--- config.mk ---
export PLATFORM = sky130hd
export DESIGN_NAME = ctf_framer
export DESIGN_NICKNAME = d
export VERILOG_FILES = /design/src/rtl/ctf_pkg.sv /design/src/rtl/ctf_framer.sv
export VERILOG_INCLUDE_DIRS = /design/src /design/src/rtl
export SDC_FILE = /design/constraint.sdc
export NUM_CORES = 1
export LEC_CHECK = 0
export CAP_MARGIN = 15
export CORE_MARGIN = 2
export CORE_UTILIZATION = 45
export DETAILED_ROUTE_END_ITERATION = 6
export DONT_BUFFER_PORTS = 1
export MAX_ROUTING_LAYER = met4
export PLACE_DENSITY_LB_ADDON = 0.2
export SYNTH_ARGS = -nofsm -noshare
export SYNTH_HDL_FRONTEND = slang
export SYNTH_SLANG_ARGS = --single-unit
--- constraint.sdc ---
create_clock -name clk_i -period 4.4 [get_ports clk_i]
set_input_delay 0.44 -clock clk_i [delete_from_list [all_inputs] [get_ports clk_i]]
set_output_delay 0.44 -clock clk_i [all_outputs]
set_load 0.01 [all_outputs]
--- src/rtl/ctf_map.svh ---
// Register indices, field positions, reset values and timing counts of
// the transmit framing block.
// Assumes the includer reads registers at byte address four times index.
`ifndef CTF_MAP_SVH
`define CTF_MAP_SVH

// ==========================================================================
// Register indices (byte address is index times four)
`define CTF_IDX_LAST_GRID   8'h2E
`define CTF_IDX_PULSE_WIDTH 8'h2F
`define CTF_IDX_BURST_LEN   8'h30
`define CTF_IDX_GUARD_CTRL  8'h31
`define CTF_IDX_GUARD_LOW   8'h32
`define CTF_IDX_MOD_CTRL    8'h40
`define CTF_IDX_TX_DATA     8'h41
`define CTF_IDX_TX_CMD      8'h42

// ==========================================================================
// Field positions
`define CTF_GRID_BIT        4
`define CTF_DATA_EN_BIT     3
`define CTF_MILLER_BIT      0
`define CTF_PULSE_POS_BIT   1
`define CTF_BURST_LVL_BIT   2
`define CTF_GUARD_REF_BIT   7
`define CTF_GUARD_UNIT_BIT  6
`define CTF_START_BIT       7

// ==========================================================================
// Reset values
`define CTF_RST_GUARD_CTRL  8'hC0
`define CTF_RST_ZERO8       8'h00

// ==========================================================================
// Timing: carrier periods per carrier based guard unit, and per ETU
`define CTF_GUARD_CARRIERS  16
`define CTF_ETU_CARRIERS    128

`endif

--- src/rtl/ctf_pkg.sv ---
// Types of the transmit framing block.
// Assumes ctf_map.svh is compiled alongside.
package ctf_pkg;

  // ========================================================================
  // Sequencer states
  typedef enum logic [2:0] {
    CTF_IDLE,
    CTF_HOLD,
    CTF_START_SYM,
    CTF_DATA,
    CTF_STOP_SYM,
    CTF_BURST
  } ctf_fsm_t;

  // ========================================================================
  // Classic Wishbone request from the bus master
  typedef struct packed {
    logic        cyc;
    logic        stb;
    logic        we;
    logic [9:0]  adr;
    logic [3:0]  sel;
    logic [31:0] dat;
  } ctf_wb_req_t;

  // ========================================================================
  // Whole state of the framer
  typedef struct packed {
    ctf_fsm_t    fsm;
    logic [4:0]  last_grid;
    logic [7:0]  pulse_width_clocks;
    logic [2:0]  burst_bit_length;
    logic [4:0]  guard_ctrl;
    logic [7:0]  guard_time_lower;
    logic [2:0]  mod_ctrl;
    logic [31:0] tx_data;
    logic [1:0]  byte_count_m1;
    logic        pending;
    logic [15:0] etu;
    logic [15:0] ph;
    logic [8:0]  bit_idx;
    logic [8:0]  nbits;
    logic [23:0] guard;
    logic        mod;
    logic        active;
    logic        guard_wait;
    logic        ack;
    logic [31:0] rdat;
  } ctf_state_t;

endpackage

--- src/rtl/ctf_framer.sv ---
// Transmit framing sequencer with its Wishbone register file.
// Assumes one clock that stands for the carrier clock, a receiver on the
// same clock that pulses rx_end_i, and a classic Wishbone master.
//
// Functional notes
// - With grid alignment set, transmissions start only on ETU grid edges.
// - With grid alignment clear, a transmission may start at any clock.
// - Payload enable clear sends an unmodulated burst; set sends payload data.
// - Final byte bit count sets bits of last byte; zero means all eight.
// - Bits go LSB first; truncation drops the top bits of the byte.
// - Each Miller pulse lasts programmed width plus one carrier clock, unless the bit end comes first.
// - A pulse always ends by the end of its bit period.
// - Pulse start position comes from the modulation control setting.
// - Start and stop symbols use the same pulse width.
// - Burst level of the unmodulated burst comes from burst level control.
// - Burst length code selects 8 to 256 bits per the code table.
// - Guard time starts at end of transmit, or end of receive if set.
// - Guard unit is 16 carrier periods, or half an ETU if set.
// - Guard count is eleven bits: three upper bits and eight lower bits.
`include "ctf_map.svh"

module ctf_framer
  import ctf_pkg::*;
#(
  parameter int ETU_CLKS = `CTF_ETU_CARRIERS
) (
  input  wire logic        clk_i,
  input  wire logic        rst_i,
  input  wire ctf_wb_req_t wb_req_i,
  input  wire logic        rx_end_i,
  output logic             wb_ack_o,
  output logic [31:0]      wb_dat_o,
  output logic             mod_o,
  output logic             tx_active_o,
  output logic             guard_wait_o
);

  // ========================================================================
  // Decoding helpers
  // Burst length code to bit count; code 3 stands in for the 256-bit entry
  function automatic logic [8:0] burst_bits(input logic [2:0] code);
    case (code)
      3'h0: burst_bits = 9'h008;
      3'h1: burst_bits = 9'h010;
      3'h2: burst_bits = 9'h020;
      3'h3: burst_bits = 9'h100;
      3'h4: burst_bits = 9'h030;
      3'h5: burst_bits = 9'h040;
      3'h6: burst_bits = 9'h060;
      default: burst_bits = 9'h080;
    endcase
  endfunction

  localparam logic [15:0] ETU_LAST = 16'(ETU_CLKS - 1);
  localparam logic [15:0] ETU_HALF = 16'(ETU_CLKS / 2);

  ctf_state_t  s;
  ctf_state_t  next_s;
  logic        hit;
  logic        wr;
  logic [7:0]  idx;
  logic        go;
  logic        bit_end;
  logic        in_pulse;
  logic        cur_bit;
  logic        end_tx;
  logic        miller;
  logic [15:0] pos;
  logic [15:0] rel;
  logic [10:0] guard_count;
  logic [23:0] guard_load;
  logic [3:0]  last_bits;

  // ========================================================================
  // Combinational decodes of the current state
  always_comb begin
    hit      = wb_req_i.cyc & wb_req_i.stb & ~s.ack;
    wr       = hit & wb_req_i.we & wb_req_i.sel[0];
    idx      = wb_req_i.adr[9:2];
    miller   = s.mod_ctrl[`CTF_MILLER_BIT];
    pos      = s.mod_ctrl[`CTF_PULSE_POS_BIT] ? ETU_HALF : 16'h0000;
    rel      = s.ph - pos;
    // Width plus one; the phase wrap at bit end cuts it short
    in_pulse = (s.ph >= pos) && (rel <= {8'h00, s.pulse_width_clocks});
    bit_end  = (s.ph == ETU_LAST);
    cur_bit  = s.tx_data[s.bit_idx[4:0]];
    // Grid alignment waits for the free running ETU phase
    go       = (s.fsm == CTF_HOLD) && (s.guard == 24'h000000) &&
               (!s.last_grid[`CTF_GRID_BIT] || s.etu == 16'h0000);
    guard_count = {s.guard_ctrl[2:0], s.guard_time_lower};
    if (s.guard_ctrl[`CTF_GUARD_UNIT_BIT - 3]) begin
      guard_load = 24'(guard_count) * 24'(ETU_CLKS / 2);
    end else begin
      guard_load = 24'(guard_count) * 24'(`CTF_GUARD_CARRIERS);
    end
    // Zero in the last bit count means a full byte
    last_bits = (s.last_grid[2:0] == 3'h0) ? 4'h8 : {1'b0, s.last_grid[2:0]};
  end

  // ========================================================================
  // Next state
  always_comb begin
    next_s     = s;
    end_tx     = 1'b0;
    next_s.ack = hit;
    next_s.etu = (s.etu == ETU_LAST) ? 16'h0000 : s.etu + 16'h0001;
    if (s.guard != 24'h000000) begin
      next_s.guard = s.guard - 24'h000001;
    end

    // Sequencer
    case (s.fsm)
      CTF_IDLE: begin
        next_s.mod = 1'b0;
        if (s.pending) begin
          next_s.pending = 1'b0;
          next_s.fsm     = CTF_HOLD;
        end
      end
      CTF_HOLD: begin
        next_s.mod = 1'b0;
        if (go) begin
          next_s.ph      = 16'h0000;
          next_s.bit_idx = 9'h000;
          if (s.last_grid[`CTF_DATA_EN_BIT]) begin
            next_s.nbits = {4'h0, s.byte_count_m1, 3'h0} +
                           {5'h00, last_bits};
            next_s.fsm   = miller ? CTF_START_SYM : CTF_DATA;
          end else begin
            next_s.nbits = burst_bits(s.burst_bit_length);
            next_s.fsm   = CTF_BURST;
          end
        end
      end
      CTF_START_SYM: begin
        next_s.mod = in_pulse;
        next_s.ph  = bit_end ? 16'h0000 : s.ph + 16'h0001;
        if (bit_end) begin
          next_s.fsm = CTF_DATA;
        end
      end
      CTF_DATA: begin
        // Miller sends shaped pulses, otherwise the level of the bit
        next_s.mod = miller ? (cur_bit & in_pulse) : cur_bit;
        next_s.ph  = bit_end ? 16'h0000 : s.ph + 16'h0001;
        if (bit_end) begin
          if (s.bit_idx == s.nbits - 9'h001) begin
            if (miller) begin
              next_s.fsm = CTF_STOP_SYM;
            end else begin
              end_tx = 1'b1;
            end
          end else begin
            next_s.bit_idx = s.bit_idx + 9'h001;
          end
        end
      end
      CTF_STOP_SYM: begin
        next_s.mod = in_pulse;
        next_s.ph  = bit_end ? 16'h0000 : s.ph + 16'h0001;
        end_tx     = bit_end;
      end
      CTF_BURST: begin
        next_s.mod = s.mod_ctrl[`CTF_BURST_LVL_BIT];
        next_s.ph  = bit_end ? 16'h0000 : s.ph + 16'h0001;
        if (bit_end) begin
          if (s.bit_idx == s.nbits - 9'h001) begin
            end_tx = 1'b1;
          end else begin
            next_s.bit_idx = s.bit_idx + 9'h001;
          end
        end
      end
      default: begin
        next_s.fsm = CTF_IDLE;
      end
    endcase

    // End of a transmission, and guard start point
    if (end_tx) begin
      next_s.fsm = CTF_IDLE;
      if (!s.guard_ctrl[`CTF_GUARD_REF_BIT - 3]) begin
        next_s.guard = guard_load;
      end
    end
    if (rx_end_i && s.guard_ctrl[`CTF_GUARD_REF_BIT - 3]) begin
      next_s.guard = guard_load;
    end

    // Register reads; unmapped addresses read zero
    next_s.rdat = 32'h00000000;
    if (idx == `CTF_IDX_LAST_GRID) begin
      next_s.rdat[4:0] = s.last_grid;
    end else if (idx == `CTF_IDX_PULSE_WIDTH) begin
      next_s.rdat[7:0] = s.pulse_width_clocks;
    end else if (idx == `CTF_IDX_BURST_LEN) begin
      next_s.rdat[6:4] = s.burst_bit_length;
    end else if (idx == `CTF_IDX_GUARD_CTRL) begin
      next_s.rdat[7:3] = s.guard_ctrl;
    end else if (idx == `CTF_IDX_GUARD_LOW) begin
      next_s.rdat[7:0] = s.guard_time_lower;
    end else if (idx == `CTF_IDX_MOD_CTRL) begin
      next_s.rdat[2:0] = s.mod_ctrl;
    end else if (idx == `CTF_IDX_TX_DATA) begin
      next_s.rdat = s.tx_data;
    end else if (idx == `CTF_IDX_TX_CMD) begin
      next_s.rdat[4:0] = {s.guard_wait, s.active, s.pending, s.byte_count_m1};
    end
    if (!hit || wb_req_i.we) begin
      next_s.rdat = 32'h00000000;
    end

    // Register writes; a start write wins over the sequencer's clear
    if (wr) begin
      if (idx == `CTF_IDX_LAST_GRID) begin
        next_s.last_grid = wb_req_i.dat[4:0];
      end else if (idx == `CTF_IDX_PULSE_WIDTH) begin
        next_s.pulse_width_clocks = wb_req_i.dat[7:0];
      end else if (idx == `CTF_IDX_BURST_LEN) begin
        next_s.burst_bit_length = wb_req_i.dat[6:4];
      end else if (idx == `CTF_IDX_GUARD_CTRL) begin
        next_s.guard_ctrl = wb_req_i.dat[7:3];
      end else if (idx == `CTF_IDX_GUARD_LOW) begin
        next_s.guard_time_lower = wb_req_i.dat[7:0];
      end else if (idx == `CTF_IDX_MOD_CTRL) begin
        next_s.mod_ctrl = wb_req_i.dat[2:0];
      end else if (idx == `CTF_IDX_TX_CMD) begin
        next_s.byte_count_m1 = wb_req_i.dat[1:0];
        if (wb_req_i.dat[`CTF_START_BIT]) begin
          next_s.pending = 1'b1;
        end
      end
    end
    // Payload word honours every byte lane
    if (hit && wb_req_i.we && idx == `CTF_IDX_TX_DATA) begin
      for (int b = 0; b < 4; b++) begin
        if (wb_req_i.sel[b]) begin
          next_s.tx_data[8*b +: 8] = wb_req_i.dat[8*b +: 8];
        end
      end
    end

    next_s.active     = (next_s.fsm != CTF_IDLE) && (next_s.fsm != CTF_HOLD);
    next_s.guard_wait = (next_s.guard != 24'h000000);
  end

  // ========================================================================
  // State register
  always_ff @(posedge clk_i) begin
    if (rst_i) begin
      s                    <= '0;
      s.fsm                <= CTF_IDLE;
      s.guard_ctrl         <= 5'(`CTF_RST_GUARD_CTRL >> 3);
      s.pulse_width_clocks <= `CTF_RST_ZERO8;
    end else begin
      s <= next_s;
    end
  end

  // Outputs come straight from the state register
  assign wb_ack_o     = s.ack;
  assign wb_dat_o     = s.rdat;
  assign mod_o        = s.mod;
  assign tx_active_o  = s.active;
  assign guard_wait_o = s.guard_wait;

  // ========================================================================
  // Checks
  logic [15:0] mod_len;

  // Length of the current run of modulation
  always_ff @(posedge clk_i) begin
    if (rst_i) begin
      mod_len <= 16'h0000;
    end else if (next_s.mod) begin
      // Each bit period counts its own pulse, so touching pulses stay apart
      if (s.ph == 16'h0000) begin
        mod_len <= 16'h0001;
      end else begin
        mod_len <= mod_len + 16'h0001;
      end
    end else begin
      mod_len <= 16'h0000;
    end
  end
endmodule

---- Word level (Yosys, flattened, before mapping) ----
Cells that the tools add are included.
cells by class
  mux-type cells .......................... 64
  multipliers ............................. 0
  reductions and logical operators ........ 45
  eq/ne operators ......................... 26
  magnitude comparators ................... 3
  shift operators ......................... 0
  add/subtract/negate cells ............... 7
  bitwise gates (word level) .............. 12
  divide/modulo/power cells ............... 0
operators by type and width
  operator               count
  $mux 29                6
  $mux 24                4
  $pmux 9 s7             1
  $reduce_bool 24->1     2
  $eq 8x6->1 const B     5
  $mux 34                1
  $mux 3                 11
  $add 16x1->16 const B  2
  $eq 16x7->1 const B    2
  $pmux 16 s2            1
  $mux 27                1
  $mux 9                 3
  $eq 8x7->1 const B     3
  $logic_not 24->1       1
  $mux 8                 3
  $sub 24x1->24 const B  1
  $mux 5                 4
  $mux 1                 19
  $pmux 9 s2             1
  $mux 17                1
  $ge 16x7->1            1
  $le 16x8->1            1
  $logic_not 16->1       1
  $mux 16                1
  other kinds (38)       81
word-level totals
  latch bits .............................. 0
  memory bits (writable) .................. 0
  bits of input ports ..................... 52
  bits in read-only memories .............. 0
  output and inout bits ................... 36
  logic and storage cells ................. 182
  register bits ........................... 180
  memories ................................ 0

---- Longest topological paths before layout ----
  word-level depth ........................ 15
  depth in mapped cells ................... 12
  mapped depth without buffers ............ 9

---- Worst setup path before layout ----
No wires, ideal clock.
  path type ............................... register to register
  start point ............................. reg s[69] (netlist bit)
  end point ............................... reg s, in the netlist mod_o
  path slack .............................. 1.822 ns
  path buffers ............................ 2
  data required time ...................... 4.283 ns
  arrival ................................. 2.461 ns
  setup time .............................. 0.117 ns
  period minus slack after synthesis ...... 2.578 ns
  cell stages (with the launch flop) ...... 8
  cell sequence ........................... dfxtp_1 clkbuf_1 clkbuf_1 mux4_2 mux4_2 mux2i_1 nand2_1 a32o_1
on the way
  longest elaborated chain between the ends .. 5
RTL lines
  element                           line               source
  from (decl)                       ctf_framer.sv:57   ctf_state_t s;
  from (signal assigned)            ctf_framer.sv:256  s <= next_s;
  $bmux 1 s5 (*)                    ctf_framer.sv:86   cur_bit = s.tx_data[s.bit_idx[4:0]];
  $mux 1 (implied by the code) (*)  ctf_framer.sv:86
  $and 1x1->1                       ctf_framer.sv:144  next_s.mod = miller ? (cur_bit & in_pulse) : cur_bit;
  $mux 1 (*)                        ctf_framer.sv:144
  $pmux 1 s4 (*)                    ctf_framer.sv:112  case (s.fsm)
Every way passes the cells marked *; elsewhere a longest branch is shown, timed or not. The select of a mux whose other input is x is not followed.
A chain may end at the register's enable or synchronous reset.

---- Final worst setup path ----
  start point ............................. reg s[60] (netlist bit)
  end point ............................... reg s[37] (netlist bit)
on the way
  longest elaborated chain between the ends .. 7
  elaborated cells on any way between the ends .. 9
  those cells by class .................... add/sub (1); eq/ne (1); mux (7)
RTL lines
  element                    line                                  source
  $sub 9x1->9 (*)            ctf_framer.sv:147, ctf_framer.sv:167
  $eq 9x9->1 (*)             ctf_framer.sv:147, ctf_framer.sv:167
  $mux 1 (on tied branches)  ctf_framer.sv:167, ctf_framer.sv:147
  $mux 1 (on tied branches)  ctf_framer.sv:166, ctf_framer.sv:146
  $pmux 1 s3 (*)             ctf_framer.sv:112
  $mux 24 (*)                ctf_framer.sv:180                     if (end_tx) begin
  $mux 24 (*)                ctf_framer.sv:186                     if (rx_end_i && s.guard_ctrl[`CTF_GUARD_REF_BIT - 3]) begin
Every way passes the cells marked *; elsewhere a longest branch is shown, timed or not.

==> run metrics <==
number of flops mapped to enable cells by yosys=0; die outline width=147.0 um; global-route total usage across every layer=0.2219; drt first-iter violations=611; outcome=completed; Syn Std Cell Area=9200 um^2; post-synthesis sequential area ratio=0.3917; die height=147.0 um; estimated wirelength of the detail-placed design=16,090 um; Fill cells=1,965; clock tree from TritonCTS=built; number of design rule violations left after detail routing=0; Hold WC Path Type=in -> reg; number of port buffers=0; fraction of the cycle the final worst path needs=0.7300; largest buffer count on any clock path=2; Routed Wire Length=22,870 um; cell at the root of the clock tree=sky130_fd_sc_hd__clkbuf_16; number of iterations in the first detailed-routing pass=6; site row count=52; most frequent cells in the layout=sky130_fd_sc_hd__dfxtp_1 (180), sky130_fd_sc_hd__nor2_1 (107), sky130_fd_sc_hd__nand2_1 (98); diode insertion count for antenna repair=0; leakage power=3.420 nW; wire length per cell after detailed routing=17.56 um; Post-Synthesis Cells=1,088; number of buffers added to fix hold violations after cts=0; share of async-settable or async-resettable flops after synthesis=0; largest fanout on the critical path=13; CP endpoint kind=flip-flop; leading cell type in the layout, fill and taps excluded=sky130_fd_sc_hd__dfxtp_1; leftover overflow at the end of global routing=0; arrival time of the worst setup path=3530 ps; Setup crit start kind=flip-flop; global placer's final weighted congestion=0.8709; Synthesis Warnings=0; maximum number of pins on one net before global-route repair=114; count of different cell masters after synthesis=75; number of synthesized register bits=180; FMAX=311.4 MHz; Synth area leader=sky130_fd_sc_hd__dfxtp_1; P per Cell Area=360.2 nW/um^2; number of hold violations in the final report=0; worst-case vdd ir drop=276.6 uV; Hold Slack=74.80 ps; starting density of the core=0.4561; final setup TNS=0 ps; die outline area=21,600 um^2; Synth area leaders=sky130_fd_sc_hd__dfxtp_1 (39%), sky130_fd_sc_hd__nor2_1 (4.4%), sky130_fd_sc_hd__a21oi_1 (4.2%); count of maximum capacitance violations=0; number of global-route vias before repair=6,974; data required time of the worst path=4720 ps; TritonCTS buffer count=17; I/O pin total=88; CTS Sinks=180; average vias per placed instance=5.764; antenna violations before repair=0; mean area per synthesized cell=8.456 um^2; Slew HR=0.3241; vias after detailed routing=7,505; # H-tree levels=4; number of pins exceeding their max-slew limit in the final report=0; top cell type's share of synthesized area=0.3917; Final ANT Viol Nets=0; unrepaired setup endpoints after global routing=false; Setup Buffers After CTS=0; top flip-flop cell by instance count after synthesis=sky130_fd_sc_hd__dfxtp_1; CP Class=reg -> reg; Area Growth Syn to Fin=5.875%; fraction of final layout cells with drive strength greater than 1=0.06880; nets@finish=1,090; first-pass GRT wire length=37,500 um; core outline area=20,170 um^2; post-layout min period=3212 ps; worst-skew pair later-pin latency=450 ps; CTS clock-pin slew for the worst setup and hold paths=80 ps; setup clock skew after layout=14.41 ps; total of endpoints with negative setup slack in the final report=0; Resized cells post-CTS=0; synthesized net count=1,159; slew at the pin with the worst max-slew slack=1007 ps
==> layout make-up <==
type                            count  area [um^2]  area share
Multi-Input combinational cell    781         4989      0.5121
Clock inverter                     15        205.2     0.02107
Inverter                           30        112.6     0.01156
Sequential cell                   180         3603      0.3699
Tap cell                          270        337.8     0.03468
Clock buffer                       17        425.4     0.04367
Timing Repair Buffer                9        67.56    0.006936
==> layer usage <==
layer / GRT usage / part of all wire / up-vias
met5: - / 0 / -
met3: 0.03975 / 0.052 / 34
met2: 0.3481 / 0.46 / 180
met4: 0.06683 / 0.020 / 0
li1: - / - / 3747
met1: 0.2940 / 0.46 / 3544
==> Yosys cell counts, types with 4 or more instances <==
library cell,n
sky130_fd_sc_hd__nor3_1,28
sky130_fd_sc_hd__a22oi_1,6
sky130_fd_sc_hd__xor2_1,26
sky130_fd_sc_hd__dfxtp_1,180
sky130_fd_sc_hd__inv_1,29
sky130_fd_sc_hd__mux2i_1,33
sky130_fd_sc_hd__or4_1,13
sky130_fd_sc_hd__and3_1,35
sky130_fd_sc_hd__a211oi_1,15
sky130_fd_sc_hd__a221oi_1,11
sky130_fd_sc_hd__a21oi_1,78
sky130_fd_sc_hd__xnor2_1,28
sky130_fd_sc_hd__o31ai_1,11
sky130_fd_sc_hd__nor2_1,107
sky130_fd_sc_hd__and2_1,6
sky130_fd_sc_hd__nand4_1,13
sky130_fd_sc_hd__buf_2,6
sky130_fd_sc_hd__o2111ai_1,5
sky130_fd_sc_hd__nand2b_1,5
sky130_fd_sc_hd__o21ai_0,26
sky130_fd_sc_hd__nor2b_1,20
sky130_fd_sc_hd__or3_1,15
sky130_fd_sc_hd__ha_1,19
sky130_fd_sc_hd__buf_4,33
sky130_fd_sc_hd__clkbuf_1,58
sky130_fd_sc_hd__nand2_1,98
sky130_fd_sc_hd__nor3b_1,5
sky130_fd_sc_hd__nor4_1,18
sky130_fd_sc_hd__mux4_2,10
sky130_fd_sc_hd__a311oi_1,4
sky130_fd_sc_hd__nand3_1,68
sky130_fd_sc_hd__a31oi_1,5
sky130_fd_sc_hd__or2_2,5
==> worst max-delay path, stage by stage (launching register included) <==
cell and delay, ps:
sky130_fd_sc_hd__dfxtp_1 420, sky130_fd_sc_hd__inv_1 60, sky130_fd_sc_hd__ha_1 260, sky130_fd_sc_hd__nor2b_1 190, sky130_fd_sc_hd__and4_1 200, sky130_fd_sc_hd__a311o_1 330, sky130_fd_sc_hd__or3_1 370, sky130_fd_sc_hd__nand3_1 390
sky130_fd_sc_hd__nand2_1 410, sky130_fd_sc_hd__a2111oi_0 450
==> through the flow <==
| stage | util | instances | worst slack, ps | instance area (um^2) | power [W] |
|---|---|---|---|---|---|
| after floorplan | - | 1088 | 1822 | 9200 | 0.001932 |
| after global placement | 0.4517 | 1270 | 1233 | 9110 | 0.001962 |
| after detailed placement | 0.4517 | 1270 | 1164 | 9110 | 0.001962 |
| after CTS | 0.4829 | 1302 | 1129 | 9741 | 0.003538 |
| after global routing | 0.4829 | 1302 | 881.8 | 9741 | 0.003639 |
| final | 0.4829 | 1302 | 1188 | 9741 | 0.003509 |
==> sequential cells by signal (all words and copies together), names as in the netlist <==
signal and count:
mod_o 1, guard_count 11, s 132, wb_ack_o 1
guard_wait_o 1, miller 1, tx_active_o 1, wb_dat_o 32
==> final timing paths <==
check	start	to	slack [ps]	depth (start not counted)
worst min-delay path	rst_i	s[113]	70	1
worst max register to register	s[60]	s[37]	1190	9
worst max-delay path	s[60]	s[37]	1190	9
worst min register to register	s[127]	s[127]	460	2
==> power breakdown <==
part           switching (W)  leakage, nW  internal [W]
clock network       0.000798        0.299      0.000784
logic               0.000153         1.67      0.000102
registers          0.0000241         1.45       0.00165
total               0.000975         3.42       0.00253
==> cell families after synthesis <==
logic type	count (synthesis)	synth area share
AND/OR/NAND/NOR	463	0.2585
AO/OA/AOI/OAI	201	0.1448
flip-flops	180	0.3917
buffers and inverters	127	0.06610
XOR/XNOR	54	0.05141
multiplexers	44	0.06161
adder cells (fa/ha/maj)	19	0.02584
No activity file was read; power rests on OpenSTA's default activity.
